[src/design/bcrb_pkg.sv]
package bcrb_pkg;
  // Register byte offsets
  localparam logic [7:0] OFS_TIME  = 8'h00;
  localparam logic [7:0] OFS_DATE  = 8'h04;
  localparam logic [7:0] OFS_CTRL  = 8'h08;
  localparam logic [7:0] OFS_PRESC = 8'h0c;
  localparam logic [7:0] OFS_SUBS  = 8'h10;
  localparam logic [7:0] OFS_SHIFT = 8'h14;
  localparam logic [7:0] OFS_CALIB = 8'h18;
  localparam logic [7:0] OFS_ALARM = 8'h1c;
  localparam logic [7:0] OFS_STS   = 8'h24;
  localparam logic [7:0] OFS_MASK  = 8'h28;
  localparam logic [7:0] OFS_TSTM  = 8'h2c;
  localparam logic [7:0] OFS_TSDT  = 8'h30;
  localparam logic [7:0] OFS_TSSS  = 8'h34;
  localparam logic [7:0] OFS_BKP   = 8'h40;
  // Control, shift and status fields
  localparam int CTL_EN     = 0;
  localparam int CTL_FMT12  = 1;
  localparam int CTL_SEL    = 2;
  localparam int CTL_REFEN  = 4;
  localparam int CTL_REF60  = 5;
  localparam int CTL_ALREN  = 6;
  localparam int CTL_TSEN   = 7;
  localparam int CTL_TAMPEN = 8;
  localparam int CTL_FILT   = 10;
  localparam int CTL_TAMPTS = 12;
  localparam int SHF_ADD1S  = 31;
  localparam int STS_ALARM  = 0;
  localparam int STS_TS     = 1;
  localparam int STS_TAMP   = 2;
  // Reset values and counts
  localparam logic [31:0] RST_TIME  = 32'h0000_0000;
  localparam logic [31:0] RST_DATE  = 32'h0000_2101;
  localparam logic [31:0] RST_CTRL  = 32'h0000_0000;
  localparam logic [6:0]  RST_PREA  = 7'h7f;
  localparam logic [14:0] RST_PRES  = 15'h00ff;
  localparam logic [4:0]  HSE_DIV_M1 = 5'h1f;
  localparam logic [5:0]  REF_CNT50 = 6'h31;
  localparam logic [5:0]  REF_CNT60 = 6'h3b;
  localparam logic [31:0] TM_CMP_MASK = 32'h007f_7f7f;
  typedef enum logic [1:0] {
    CS_LSE = 2'b00, CS_EXT = 2'b01, CS_LSI = 2'b10, CS_HSE = 2'b11
  } bcrb_clksel_t;
  typedef struct packed {
    logic [8:0] rsv;
    logic       pm;
    logic [5:0] hr;
    logic       r1;
    logic [6:0] mn;
    logic       r0;
    logic [6:0] sc;
  } bcrb_tm_t;
  typedef struct packed {
    logic [7:0] rsv;
    logic [7:0] yr;
    logic [2:0] wd;
    logic [4:0] mo;
    logic [1:0] r0;
    logic [5:0] dy;
  } bcrb_dt_t;
endpackage

[src/design/bcrb_rtc.sv]
// The strobed register port and the register addresses were chosen for this implementation.
`timescale 1ns/1ps
// Overview of operation
// - Five 32-bit backup words, twenty bytes
// - Backup words ignore every reset source
// - BCD calendar, 12 or 24 hour
// - Month length follows month and leap year
// - Alarm match flags event and wakes
// - Shift correction of 1 to 32767 pulses
// - Calibration masks pulses in ppm steps
// - Two filtered tamper inputs that wake
// - Timestamp captures calendar on pin/tamper
// - Timestamp event wakes the system
// - Optional 50/60 Hz reference second
// - Four selectable timekeeper clock sources
module bcrb_rtc import bcrb_pkg::*; #(
  parameter int N_BKP  = 5,
  parameter int N_TAMP = 2
) (
  input  wire logic              clk_sys_i,
  input  wire logic              arst_n_i,
  input  wire logic              ce_i,
  input  wire logic [7:0]        addr_i,
  input  wire logic [31:0]       wdata_i,
  input  wire logic              wr_i,
  input  wire logic              rd_i,
  output logic      [31:0]       rdata_o,
  input  wire logic              lse_tick_i,
  input  wire logic              ext_tick_i,
  input  wire logic              lsi_tick_i,
  input  wire logic              hse_tick_i,
  input  wire logic              ref_i,
  input  wire logic [N_TAMP-1:0] tamp_i,
  input  wire logic              ts_i,
  output logic                   irq_o,
  output logic                   wake_o
);
  localparam int NS = 2 + N_TAMP;
  if (N_BKP < 1 || N_BKP > 8) $error("N_BKP out of range");
  if (N_TAMP < 1 || N_TAMP > 4) $error("N_TAMP out of range");

  // --------------------------------------------------------
  // Reset release
  // --------------------------------------------------------
  logic [1:0] rst_sync;
  logic       rst_n;
  always_ff @(posedge clk_sys_i or negedge arst_n_i) begin
    if (!arst_n_i) rst_sync <= 2'b00;
    else rst_sync <= {rst_sync[0], 1'b1};
  end
  assign rst_n = rst_sync[1];

  // --------------------------------------------------------
  // Register state
  // --------------------------------------------------------
  bcrb_tm_t        tm, next_tm, alarm, ts_tm;
  bcrb_dt_t        dt, next_dt, ts_dt;
  logic [31:0]     ctrl;
  logic [6:0]      prea;
  logic [14:0]     pres;
  logic [8:0]      calm;
  logic [14:0]     ts_ss;
  logic [NS-1:0]   sts, msk, ev;
  logic [31:0]     bkp [N_BKP] = '{default: 32'h0000_0000};
  logic            we, tick, alr_ev, ts_ev, ref_sec, shf_add;
  logic            wr_tm, wr_dt, wr_shf;
  logic [N_TAMP-1:0] tmp_ev;

  assign we     = wr_i && ce_i;
  assign wr_tm  = we && addr_i == OFS_TIME;
  assign wr_dt  = we && addr_i == OFS_DATE;
  assign wr_shf = we && addr_i == OFS_SHIFT;

  always_ff @(posedge clk_sys_i or negedge rst_n) begin
    if (!rst_n) begin
      ctrl  <= RST_CTRL;
      prea  <= RST_PREA;
      pres  <= RST_PRES;
      calm  <= 9'h000;
      alarm <= RST_TIME;
      msk   <= '0;
    end else if (we) begin
      case (addr_i)
        OFS_CTRL:  ctrl <= wdata_i;
        OFS_PRESC: {prea, pres} <= {wdata_i[22:16], wdata_i[14:0]};
        OFS_CALIB: calm <= wdata_i[8:0];
        OFS_ALARM: alarm <= wdata_i & TM_CMP_MASK;
        OFS_MASK:  msk <= wdata_i[NS-1:0];
        default:   ;
      endcase
    end
  end

  // Backup words: no reset, kept across all resets
  always_ff @(posedge clk_sys_i) begin
    for (int i = 0; i < N_BKP; i++) begin
      if (we && addr_i == OFS_BKP + 8'(4 * i)) bkp[i] <= wdata_i;
    end
  end

  // --------------------------------------------------------
  // Clock source and calibration
  // --------------------------------------------------------
  logic [4:0]  hse_div;
  logic        raw, pulse;
  logic [19:0] cal_win;
  always_ff @(posedge clk_sys_i or negedge rst_n) begin
    if (!rst_n) hse_div <= 5'h00;
    else if (ce_i && hse_tick_i) begin
      hse_div <= (hse_div == HSE_DIV_M1) ? 5'h00 : hse_div + 5'h01;
    end
  end
  always_comb begin
    case (bcrb_clksel_t'(ctrl[CTL_SEL +: 2]))
      CS_LSE:  raw = lse_tick_i;
      CS_EXT:  raw = ext_tick_i;
      CS_LSI:  raw = lsi_tick_i;
      CS_HSE:  raw = hse_tick_i && hse_div == HSE_DIV_M1;
      default: raw = 1'b0;
    endcase
    raw = raw && ctrl[CTL_EN] && ce_i;
  end
  // One pulse dropped per 2^11 window slot, calm slots per 2^20
  assign pulse = raw && !(cal_win[10:0] == 11'h000 && cal_win[19:11] < calm);
  always_ff @(posedge clk_sys_i or negedge rst_n) begin
    if (!rst_n) cal_win <= 20'h00000;
    else if (raw) cal_win <= cal_win + 20'h00001;
  end

  // --------------------------------------------------------
  // Prescalers and reference second
  // --------------------------------------------------------
  logic [6:0]  apre_cnt;
  logic [14:0] ss_cnt;
  logic        ss_wrap, ref_q;
  logic [5:0]  ref_cnt;
  assign ss_wrap = pulse && apre_cnt == 7'h00 && ss_cnt == 15'h0000;
  always_ff @(posedge clk_sys_i or negedge rst_n) begin
    if (!rst_n) begin
      apre_cnt <= RST_PREA;
      ss_cnt   <= RST_PRES;
    end else if (wr_tm || ref_sec) begin
      apre_cnt <= prea;
      ss_cnt   <= pres;
    end else if (wr_shf && wdata_i[14:0] != 15'h0000) begin
      ss_cnt <= ss_cnt + wdata_i[14:0];
    end else if (pulse) begin
      apre_cnt <= (apre_cnt == 7'h00) ? prea : apre_cnt - 7'h01;
      if (apre_cnt == 7'h00) ss_cnt <= (ss_cnt == 15'h0000) ? pres : ss_cnt - 15'h0001;
    end
  end
  always_ff @(posedge clk_sys_i or negedge rst_n) begin
    if (!rst_n) begin
      ref_q   <= 1'b0;
      ref_cnt <= 6'h00;
    end else if (ce_i) begin
      ref_q <= ref_i;
      if (!ctrl[CTL_REFEN] || ref_sec) ref_cnt <= 6'h00;
      else if (ref_i && !ref_q) ref_cnt <= ref_cnt + 6'h01;
    end
  end
  assign ref_sec = ce_i && ctrl[CTL_EN] && ctrl[CTL_REFEN] && ref_i && !ref_q
                   && ref_cnt == (ctrl[CTL_REF60] ? REF_CNT60 : REF_CNT50);
  assign shf_add = wr_shf && wdata_i[SHF_ADD1S] && ctrl[CTL_EN];
  assign tick = (ss_wrap && !ctrl[CTL_REFEN]) || ref_sec || shf_add;

  // --------------------------------------------------------
  // Calendar
  // --------------------------------------------------------
  function automatic logic [7:0] bcd_inc(input logic [7:0] v);
    bcd_inc = (v[3:0] == 4'h9) ? {v[7:4] + 4'h1, 4'h0} : {v[7:4], v[3:0] + 4'h1};
  endfunction
  function automatic logic [5:0] mdays(input logic [4:0] mo, input logic [7:0] yr);
    logic leap;
    leap = yr[4] ? (yr[3:0] == 4'h2 || yr[3:0] == 4'h6)
                 : (yr[3:0] == 4'h0 || yr[3:0] == 4'h4 || yr[3:0] == 4'h8);
    case (mo)
      5'h02:                      mdays = leap ? 6'h29 : 6'h28;
      5'h04, 5'h06, 5'h09, 5'h11: mdays = 6'h30;
      default:                    mdays = 6'h31;
    endcase
  endfunction

  always_comb begin
    logic day_c;
    day_c   = 1'b0;
    next_tm = tm;
    next_dt = dt;
    next_tm.sc = 7'(bcd_inc({1'b0, tm.sc}));
    if (tm.sc == 7'h59) begin
      next_tm.sc = 7'h00;
      next_tm.mn = 7'(bcd_inc({1'b0, tm.mn}));
      if (tm.mn == 7'h59) begin
        next_tm.mn = 7'h00;
        next_tm.hr = 6'(bcd_inc({2'b00, tm.hr}));
        if (ctrl[CTL_FMT12]) begin
          if (tm.hr == 6'h12) next_tm.hr = 6'h01;
          if (tm.hr == 6'h11) begin
            next_tm.pm = !tm.pm;
            day_c      = tm.pm;
          end
        end else if (tm.hr == 6'h23) begin
          next_tm.hr = 6'h00;
          day_c      = 1'b1;
        end
      end
    end
    if (day_c) begin
      next_dt.wd = (dt.wd == 3'h7) ? 3'h1 : dt.wd + 3'h1;
      next_dt.dy = 6'(bcd_inc({2'b00, dt.dy}));
      if (dt.dy == mdays(dt.mo, dt.yr)) begin
        next_dt.dy = 6'h01;
        next_dt.mo = (dt.mo == 5'h12) ? 5'h01 : 5'(bcd_inc({3'b000, dt.mo}));
        if (dt.mo == 5'h12) next_dt.yr = (dt.yr == 8'h99) ? 8'h00 : bcd_inc(dt.yr);
      end
    end
  end

  always_ff @(posedge clk_sys_i or negedge rst_n) begin
    if (!rst_n) begin
      tm <= RST_TIME;
      dt <= RST_DATE;
    end else begin
      if (wr_tm) tm <= wdata_i & TM_CMP_MASK;
      else if (tick) tm <= next_tm;
      if (wr_dt) dt <= wdata_i & 32'h00ff_ff3f;
      else if (tick) dt <= next_dt;
    end
  end

  // --------------------------------------------------------
  // Alarm, tamper, timestamp
  // --------------------------------------------------------
  assign alr_ev = tick && ctrl[CTL_ALREN] && next_tm == alarm;

  logic [N_TAMP-1:0][3:0] tflt;
  logic [N_TAMP-1:0]      tlat;
  logic [3:0]             tthr;
  assign tthr = 4'h1 << ctrl[CTL_FILT +: 2];
  for (genvar g = 0; g < N_TAMP; g++) begin : g_tamp
    always_ff @(posedge clk_sys_i or negedge rst_n) begin
      if (!rst_n) begin
        tflt[g] <= 4'h0;
        tlat[g] <= 1'b0;
      end else if (ce_i) begin
        if (!tamp_i[g] || !ctrl[CTL_TAMPEN + g]) begin
          tflt[g] <= 4'h0;
          tlat[g] <= 1'b0;
        end else if (tflt[g] + 4'h1 >= tthr) begin
          tlat[g] <= 1'b1;
        end else begin
          tflt[g] <= tflt[g] + 4'h1;
        end
      end
    end
    // One event per qualified assertion of the pin
    assign tmp_ev[g] = ce_i && tamp_i[g] && ctrl[CTL_TAMPEN + g] && !tlat[g]
                       && tflt[g] + 4'h1 >= tthr;
  end

  logic ts_q;
  always_ff @(posedge clk_sys_i or negedge rst_n) begin
    if (!rst_n) ts_q <= 1'b0;
    else if (ce_i) ts_q <= ts_i;
  end
  assign ts_ev = ce_i && ((ctrl[CTL_TSEN] && ts_i && !ts_q) || (ctrl[CTL_TAMPTS] && |tmp_ev));

  always_ff @(posedge clk_sys_i or negedge rst_n) begin
    if (!rst_n) begin
      ts_tm <= RST_TIME;
      ts_dt <= RST_DATE;
      ts_ss <= 15'h0000;
    end else if (ts_ev) begin
      ts_tm <= tm;
      ts_dt <= dt;
      ts_ss <= ss_cnt;
    end
  end

  // --------------------------------------------------------
  // Status, interrupt, wake-up
  // --------------------------------------------------------
  assign ev = {tmp_ev, ts_ev, alr_ev};
  always_ff @(posedge clk_sys_i or negedge rst_n) begin
    if (!rst_n) sts <= '0;
    else if (ce_i) begin
      sts <= (sts & ~((we && addr_i == OFS_STS) ? wdata_i[NS-1:0] : '0)) | ev;
    end
  end
  assign irq_o  = |(sts & msk);
  assign wake_o = |sts;

  // --------------------------------------------------------
  // Read port
  // --------------------------------------------------------
  always_ff @(posedge clk_sys_i or negedge rst_n) begin
    if (!rst_n) rdata_o <= 32'h0000_0000;
    else if (ce_i) begin
      rdata_o <= 32'h0000_0000;
      if (rd_i) begin
        case (addr_i)
          OFS_TIME:  rdata_o <= tm;
          OFS_DATE:  rdata_o <= dt;
          OFS_CTRL:  rdata_o <= ctrl;
          OFS_PRESC: rdata_o <= {9'h000, prea, 1'b0, pres};
          OFS_SUBS:  rdata_o <= {17'h00000, ss_cnt};
          OFS_CALIB: rdata_o <= {23'h000000, calm};
          OFS_ALARM: rdata_o <= alarm;
          OFS_STS:   rdata_o <= 32'(sts);
          OFS_MASK:  rdata_o <= 32'(msk);
          OFS_TSTM:  rdata_o <= ts_tm;
          OFS_TSDT:  rdata_o <= ts_dt;
          OFS_TSSS:  rdata_o <= {17'h00000, ts_ss};
          default: begin
            for (int i = 0; i < N_BKP; i++) begin
              if (addr_i == OFS_BKP + 8'(4 * i)) rdata_o <= bkp[i];
            end
          end
        endcase
      end
    end
  end

  // --------------------------------------------------------
  // Checks
  // --------------------------------------------------------
  chk_bkp_hold:
    assert property (@(posedge clk_sys_i) disable iff (!rst_n)
      !(we && addr_i == OFS_BKP) |=> bkp[0] == $past(bkp[0]))
    else $error("backup word changed without write");
  chk_bkp_read:
    assert property (@(posedge clk_sys_i) disable iff (!rst_n)
      ce_i && rd_i && addr_i == OFS_BKP + 8'h10 |=> rdata_o == $past(bkp[4]))
    else $error("backup word read mismatch");
  chk_sec_wrap:
    assert property (@(posedge clk_sys_i) disable iff (!rst_n)
      tick && !wr_tm && tm.sc == 7'h59 |=> tm.sc == 7'h00 && tm.mn != $past(tm.mn))
    else $error("seconds did not carry");
  chk_hour_fmt:
    assert property (@(posedge clk_sys_i) disable iff (!rst_n)
      ctrl[CTL_FMT12] && tick && !wr_tm && tm.mn == 7'h59 && tm.sc == 7'h59 && tm.hr == 6'h12
      |=> tm.hr == 6'h01)
    else $error("12 hour wrap wrong");
  chk_feb_end:
    assert property (@(posedge clk_sys_i) disable iff (!rst_n)
      tick && !wr_dt && next_tm.hr != tm.hr && dt.mo == 5'h02 && dt.dy == 6'h28 && dt.yr == 8'h23
      && !ctrl[CTL_FMT12] && tm.hr == 6'h23 |=> dt.mo == 5'h03 && dt.dy == 6'h01)
    else $error("february length wrong");
  chk_alarm_flag:
    assert property (@(posedge clk_sys_i) disable iff (!rst_n)
      alr_ev && ce_i |=> sts[STS_ALARM] && wake_o)
    else $error("alarm not flagged");
  chk_shift_add:
    assert property (@(posedge clk_sys_i) disable iff (!rst_n)
      wr_shf && wdata_i[14:0] != 15'h0000 && !wr_tm && !ref_sec
      |=> ss_cnt == 15'($past(ss_cnt) + $past(wdata_i[14:0])))
    else $error("shift not applied");
  chk_cal_mask:
    assert property (@(posedge clk_sys_i) disable iff (!rst_n)
      raw && cal_win == 20'h00000 && calm != 9'h000 |-> !pulse)
    else $error("calibration slot not masked");
  chk_tamp_filt:
    assert property (@(posedge clk_sys_i) disable iff (!rst_n)
      tmp_ev[0] |-> $past(tamp_i[0]) || tthr == 4'h1)
    else $error("tamper passed filter early");
  chk_ts_copy:
    assert property (@(posedge clk_sys_i) disable iff (!rst_n)
      ts_ev |=> ts_tm == $past(tm) && ts_dt == $past(dt) ##1 wake_o || !sts[STS_TS])
    else $error("timestamp not captured");
  chk_ts_wake:
    assert property (@(posedge clk_sys_i) disable iff (!rst_n)
      ts_ev |=> wake_o)
    else $error("timestamp did not wake");
  chk_ref_sec:
    assert property (@(posedge clk_sys_i) disable iff (!rst_n)
      ref_sec && !wr_tm |=> ss_cnt == $past(pres) && apre_cnt == $past(prea))
    else $error("reference second did not realign");
  chk_src_sel:
    assert property (@(posedge clk_sys_i) disable iff (!rst_n)
      ctrl[CTL_SEL +: 2] == CS_LSI && !lsi_tick_i |-> !raw)
    else $error("wrong clock source counted");
endmodule

[config.mk]
export PLATFORM = sky130hd
export DESIGN_NAME = bcrb_rtc
export DESIGN_NICKNAME = d
export VERILOG_FILES = /design/src/design/bcrb_pkg.sv /design/src/design/bcrb_rtc.sv
export SDC_FILE = /design/constraint.sdc
export NUM_CORES = 1
export LEC_CHECK = 0
export BUFFER_PORTS_ARGS = -buffer_cell sky130_fd_sc_hd__buf_2
export CORE_MARGIN = 2
export CORE_UTILIZATION = 57
export CTS_CLUSTER_SIZE = 30
export DETAILED_ROUTE_END_ITERATION = 7
export PLACE_DENSITY = 0.82
export SLEW_MARGIN = 20
export SYNTH_ARGS = -nofsm -noshare
export SYNTH_HDL_FRONTEND = slang
export SYNTH_SLANG_ARGS = --single-unit
[constraint.sdc]
create_clock -name clk_sys_i -period 9.91 [get_ports clk_sys_i]
set_input_delay 0.4955 -clock clk_sys_i [delete_from_list [all_inputs] [get_ports clk_sys_i]]
set_output_delay 0.4955 -clock clk_sys_i [all_outputs]
set_load 0.01 [all_outputs]
==> results.ini <==
[run_status]
outcome = finished, final reports clean

[critical_path]
crit_buf_inv = 1
r2r_start = hse_div[0]$_DFFE_PN0P_
setup.worst_path.class = reg -> reg
cp_top_family = simple AND/OR/NAND/NOR gates
critPathMaxStageDelay_ps = 470
critical_path_arrival_ps = 4260
crit_path_end_kind = flop
timing.critical_path.from = hse_div[0]$_DFFE_PN0P_
critPathMaxFanout = 29
critPathSlowestCell = o21ai_0
cp-start-kind = flop
required_ps = 10360
crit_chain = ha_1 -> and3_1 -> ha_1 -> and2_1 -> mux4_2 -> and3_1 -> nand4_1 -> o21ai_0 -> a21oi_2 -> buf_4 -> nor4_4 -> a21oi_2 -> mux2_1

[clock_tree]
clk_latency_ps = 580
post_cts_buffers = 0
cts_tree = built
ctsResizeCount = 0
cts.sinks = 452
numCtsBuffers = 46
cts-root-buf = clkbuf_16
hold_buffers = 1
clk_path_buf_depth = 3
clkTransAtPathRegs_ps = 60
htreeDepth = 2

[cells_and_area]
layout_commonest_cell = dfrtp_1
synthToLayoutAreaGrowth_pct = 11.69
nNetsFinal = 2072
stdcell_count = 2510
drive_gt1_frac = 0.2071
diodes = 0
layout_common_cells = dfrtp_1, edfxtp_1, mux2_2, nor2_1, nand2_1

[placement]
io_buffers = 86
hpwl_um = 41900
placed_cells = 2424
routabilityCongestion = 0.9791

[pwr]
pwr_density_cell_nw_per_um2 = 166.2
switchingPower_uw = 947.7
p_int_uw = 3132
irDropWorstVdd_uv = 117.5
combPwrFrac = 0.061
pwr-share-clk = 0.442
switching_share = 0.2323
leakagePower_uw = 0.01040
seq_power_share = 0.498

[yosys]
async_reset_ff_frac = 0.6460
synth_edf_count = 160
synth_ff_type = dfrtp_1
ys_ff_latch = 452
netlist_area_um2 = 21980
ys_seq_area_frac = 0.5531
synthCells = 1897
syn_area_per_cell_um2 = 11.59
yosys.cell_types.count = 84
synth_fp_nets = 2007
synth_warnings = 0

[floorplanning]
core-area_um2 = 37840
die_x_um = 200.4
dieArea_um2 = 40140
initial_core_util = 0.5807
num_io_pins = 87
fp-row-count = 71
fp.dieH_um = 200.4

[timing]
period_minus_slack_ps = 3806
timing.setup.tns_ps = 0
rsz0062_at_grt = no
tightest_slew_ps = 1130
drv_slew = 0
finalHoldViolations = 0
fmax_mhz = 262.8
relSlewSlack = 0.2468
finalClockSkew_ps = 14.98
setup_violations = 0
fin_crit_sh = 0.3840

[global_route]
grt_max_degree = 75
grt_use_total = 0.3207
grt_pass1_vias = 16740
grt_pass1_wl_um = 99130
antenna_found_initial = 1
grt_overflow = 0

[routing]
first_iter_violations = 2205
postRouteAntennaNets = 0
drc = 0
post_drt_wl_per_cell_um = 25.64
drt_pass1_iterations = 6
vias = 16960
routed_via_density = 6.755
postRouteWirelength_um = 64370

[worst_hold_path]
min-delay-path-class = in -> reg
min_from = wdata_i[29]

[run]
drv_cap = 0

==> cell type report <==
type | count | area, um2
Clock buffer | 63 | 1276
Clock inverter | 22 | 274.0
Fill cell | 2811 | 13300
Inverter | 58 | 217.7
Multi-Input combinational cell | 1283 | 9283
Sequential cell | 452 | 12160
Tap cell | 511 | 639.4
Timing Repair Buffer | 121 | 695.7
==> cell usage after synthesis, types with 25 or more instances <==
master	instances	area (um2)
xnor2_1	47	411.6
a22oi_1	57	427.9
ha_1	56	700.7
dfrtp_1	256	6406
nand3_1	54	270.3
mux2_2	149	1678
a22o_1	52	455.4
xor2_1	25	219.0
o21ai_0	98	490.5
edfxtp_1	160	4805
nand2_1	115	431.7
mux2i_1	25	250.2
inv_1	58	217.7
a221oi_1	53	464.2
dfstp_2	36	945.9
a21oi_1	87	435.4
nor2_1	120	450.4
clkbuf_1	86	322.8
a31oi_1	26	162.7
nor3_1	37	185.2
==> routing by layer <==
metal / track usage / routed length [um]
met3: 0.06476 / 6316
met5: 0 / 0
met4: 0.1484 / 3041
met2: 0.5130 / 29770
met1: 0.4241 / 25240
==> state kept, by name, indices dropped and copies added, names as in the netlist, 21 cells and up <==
signal	cells
ts_dt	22
ctrl	32
ts_tm	21
rdata_o	32
alarm	21
dt	22
bkp	160
tm	21
==> stage by stage <==
| step | hold slack [ps] | instance area [um2] | setup WS (ps) | total power, uW | utilization |
|---|---|---|---|---|---|
| 6_report | 176.4 | 24550 | 6104 | 4079 | 0.6486 |
| 5_1_grt | 171.0 | 24550 | 5863 | 4197 | 0.6486 |
| 4_1_cts | 153.0 | 24540 | 6129 | 4083 | 0.6485 |
| 3_5_place_dp | 282.1 | 22980 | 6147 | 2306 | 0.6073 |
| 3_3_place_gp | 280.8 | 22980 | 6302 | 2293 | 0.6073 |
| 2_1_floorplan | 199.9 | 21980 | 1233 | 2202 | - |
==> worst register-to-register path, delay by kind of cell, from the launching register on <==
family / cells / cell delay [ps]
and+or+nand+nor: 5 / 1320
AOI/OAI and AO/OA: 3 / 710
muxes: 2 / 560
adders and majority gates: 2 / 410
DFF: 1 / 400
buffers and inverters: 1 / 270
==> power groups by stage <==
stage	Sequential (uW)	Clock, uW	Combinational (uW)
6_report	2030	1800	247
5_1_grt	2030	1890	273
4_1_cts	2030	1810	245
3_5_place_dp	2060	0	243
3_3_place_gp	2060	0	233
2_1_floorplan	2060	0	146
==> cells by family after synthesis <==
logic type,count (synthesis),share of synthesized area
compound gates,504,0.1603
simple gates,473,0.1070
flops,452,0.5531
mux,176,0.08927
buf+inv,162,0.02869
xor+xnor,72,0.02869
fa+ha+maj,57,0.03279
other cells,1,0.0001706
==> worst paths after layout <==
path                                            to  slack [ps]  cells past startpoint
min                          bkp[0][157]$_DFFE_PP_         180                      1
max reg2reg                     dt[19]$_DFFE_PN0P_        6100                     13
min reg2reg                 ss_cnt[11]$_DFFE_PN0P_         290                      0
min in group asynchronous    rst_sync[1]$_DFF_PN0_         220                      2
max in group asynchronous  rdata_o[27]$_DFFE_PN0P_        7480                      2
max                             dt[19]$_DFFE_PN0P_        6100                     13
Power figures use the tool's default switching activity.
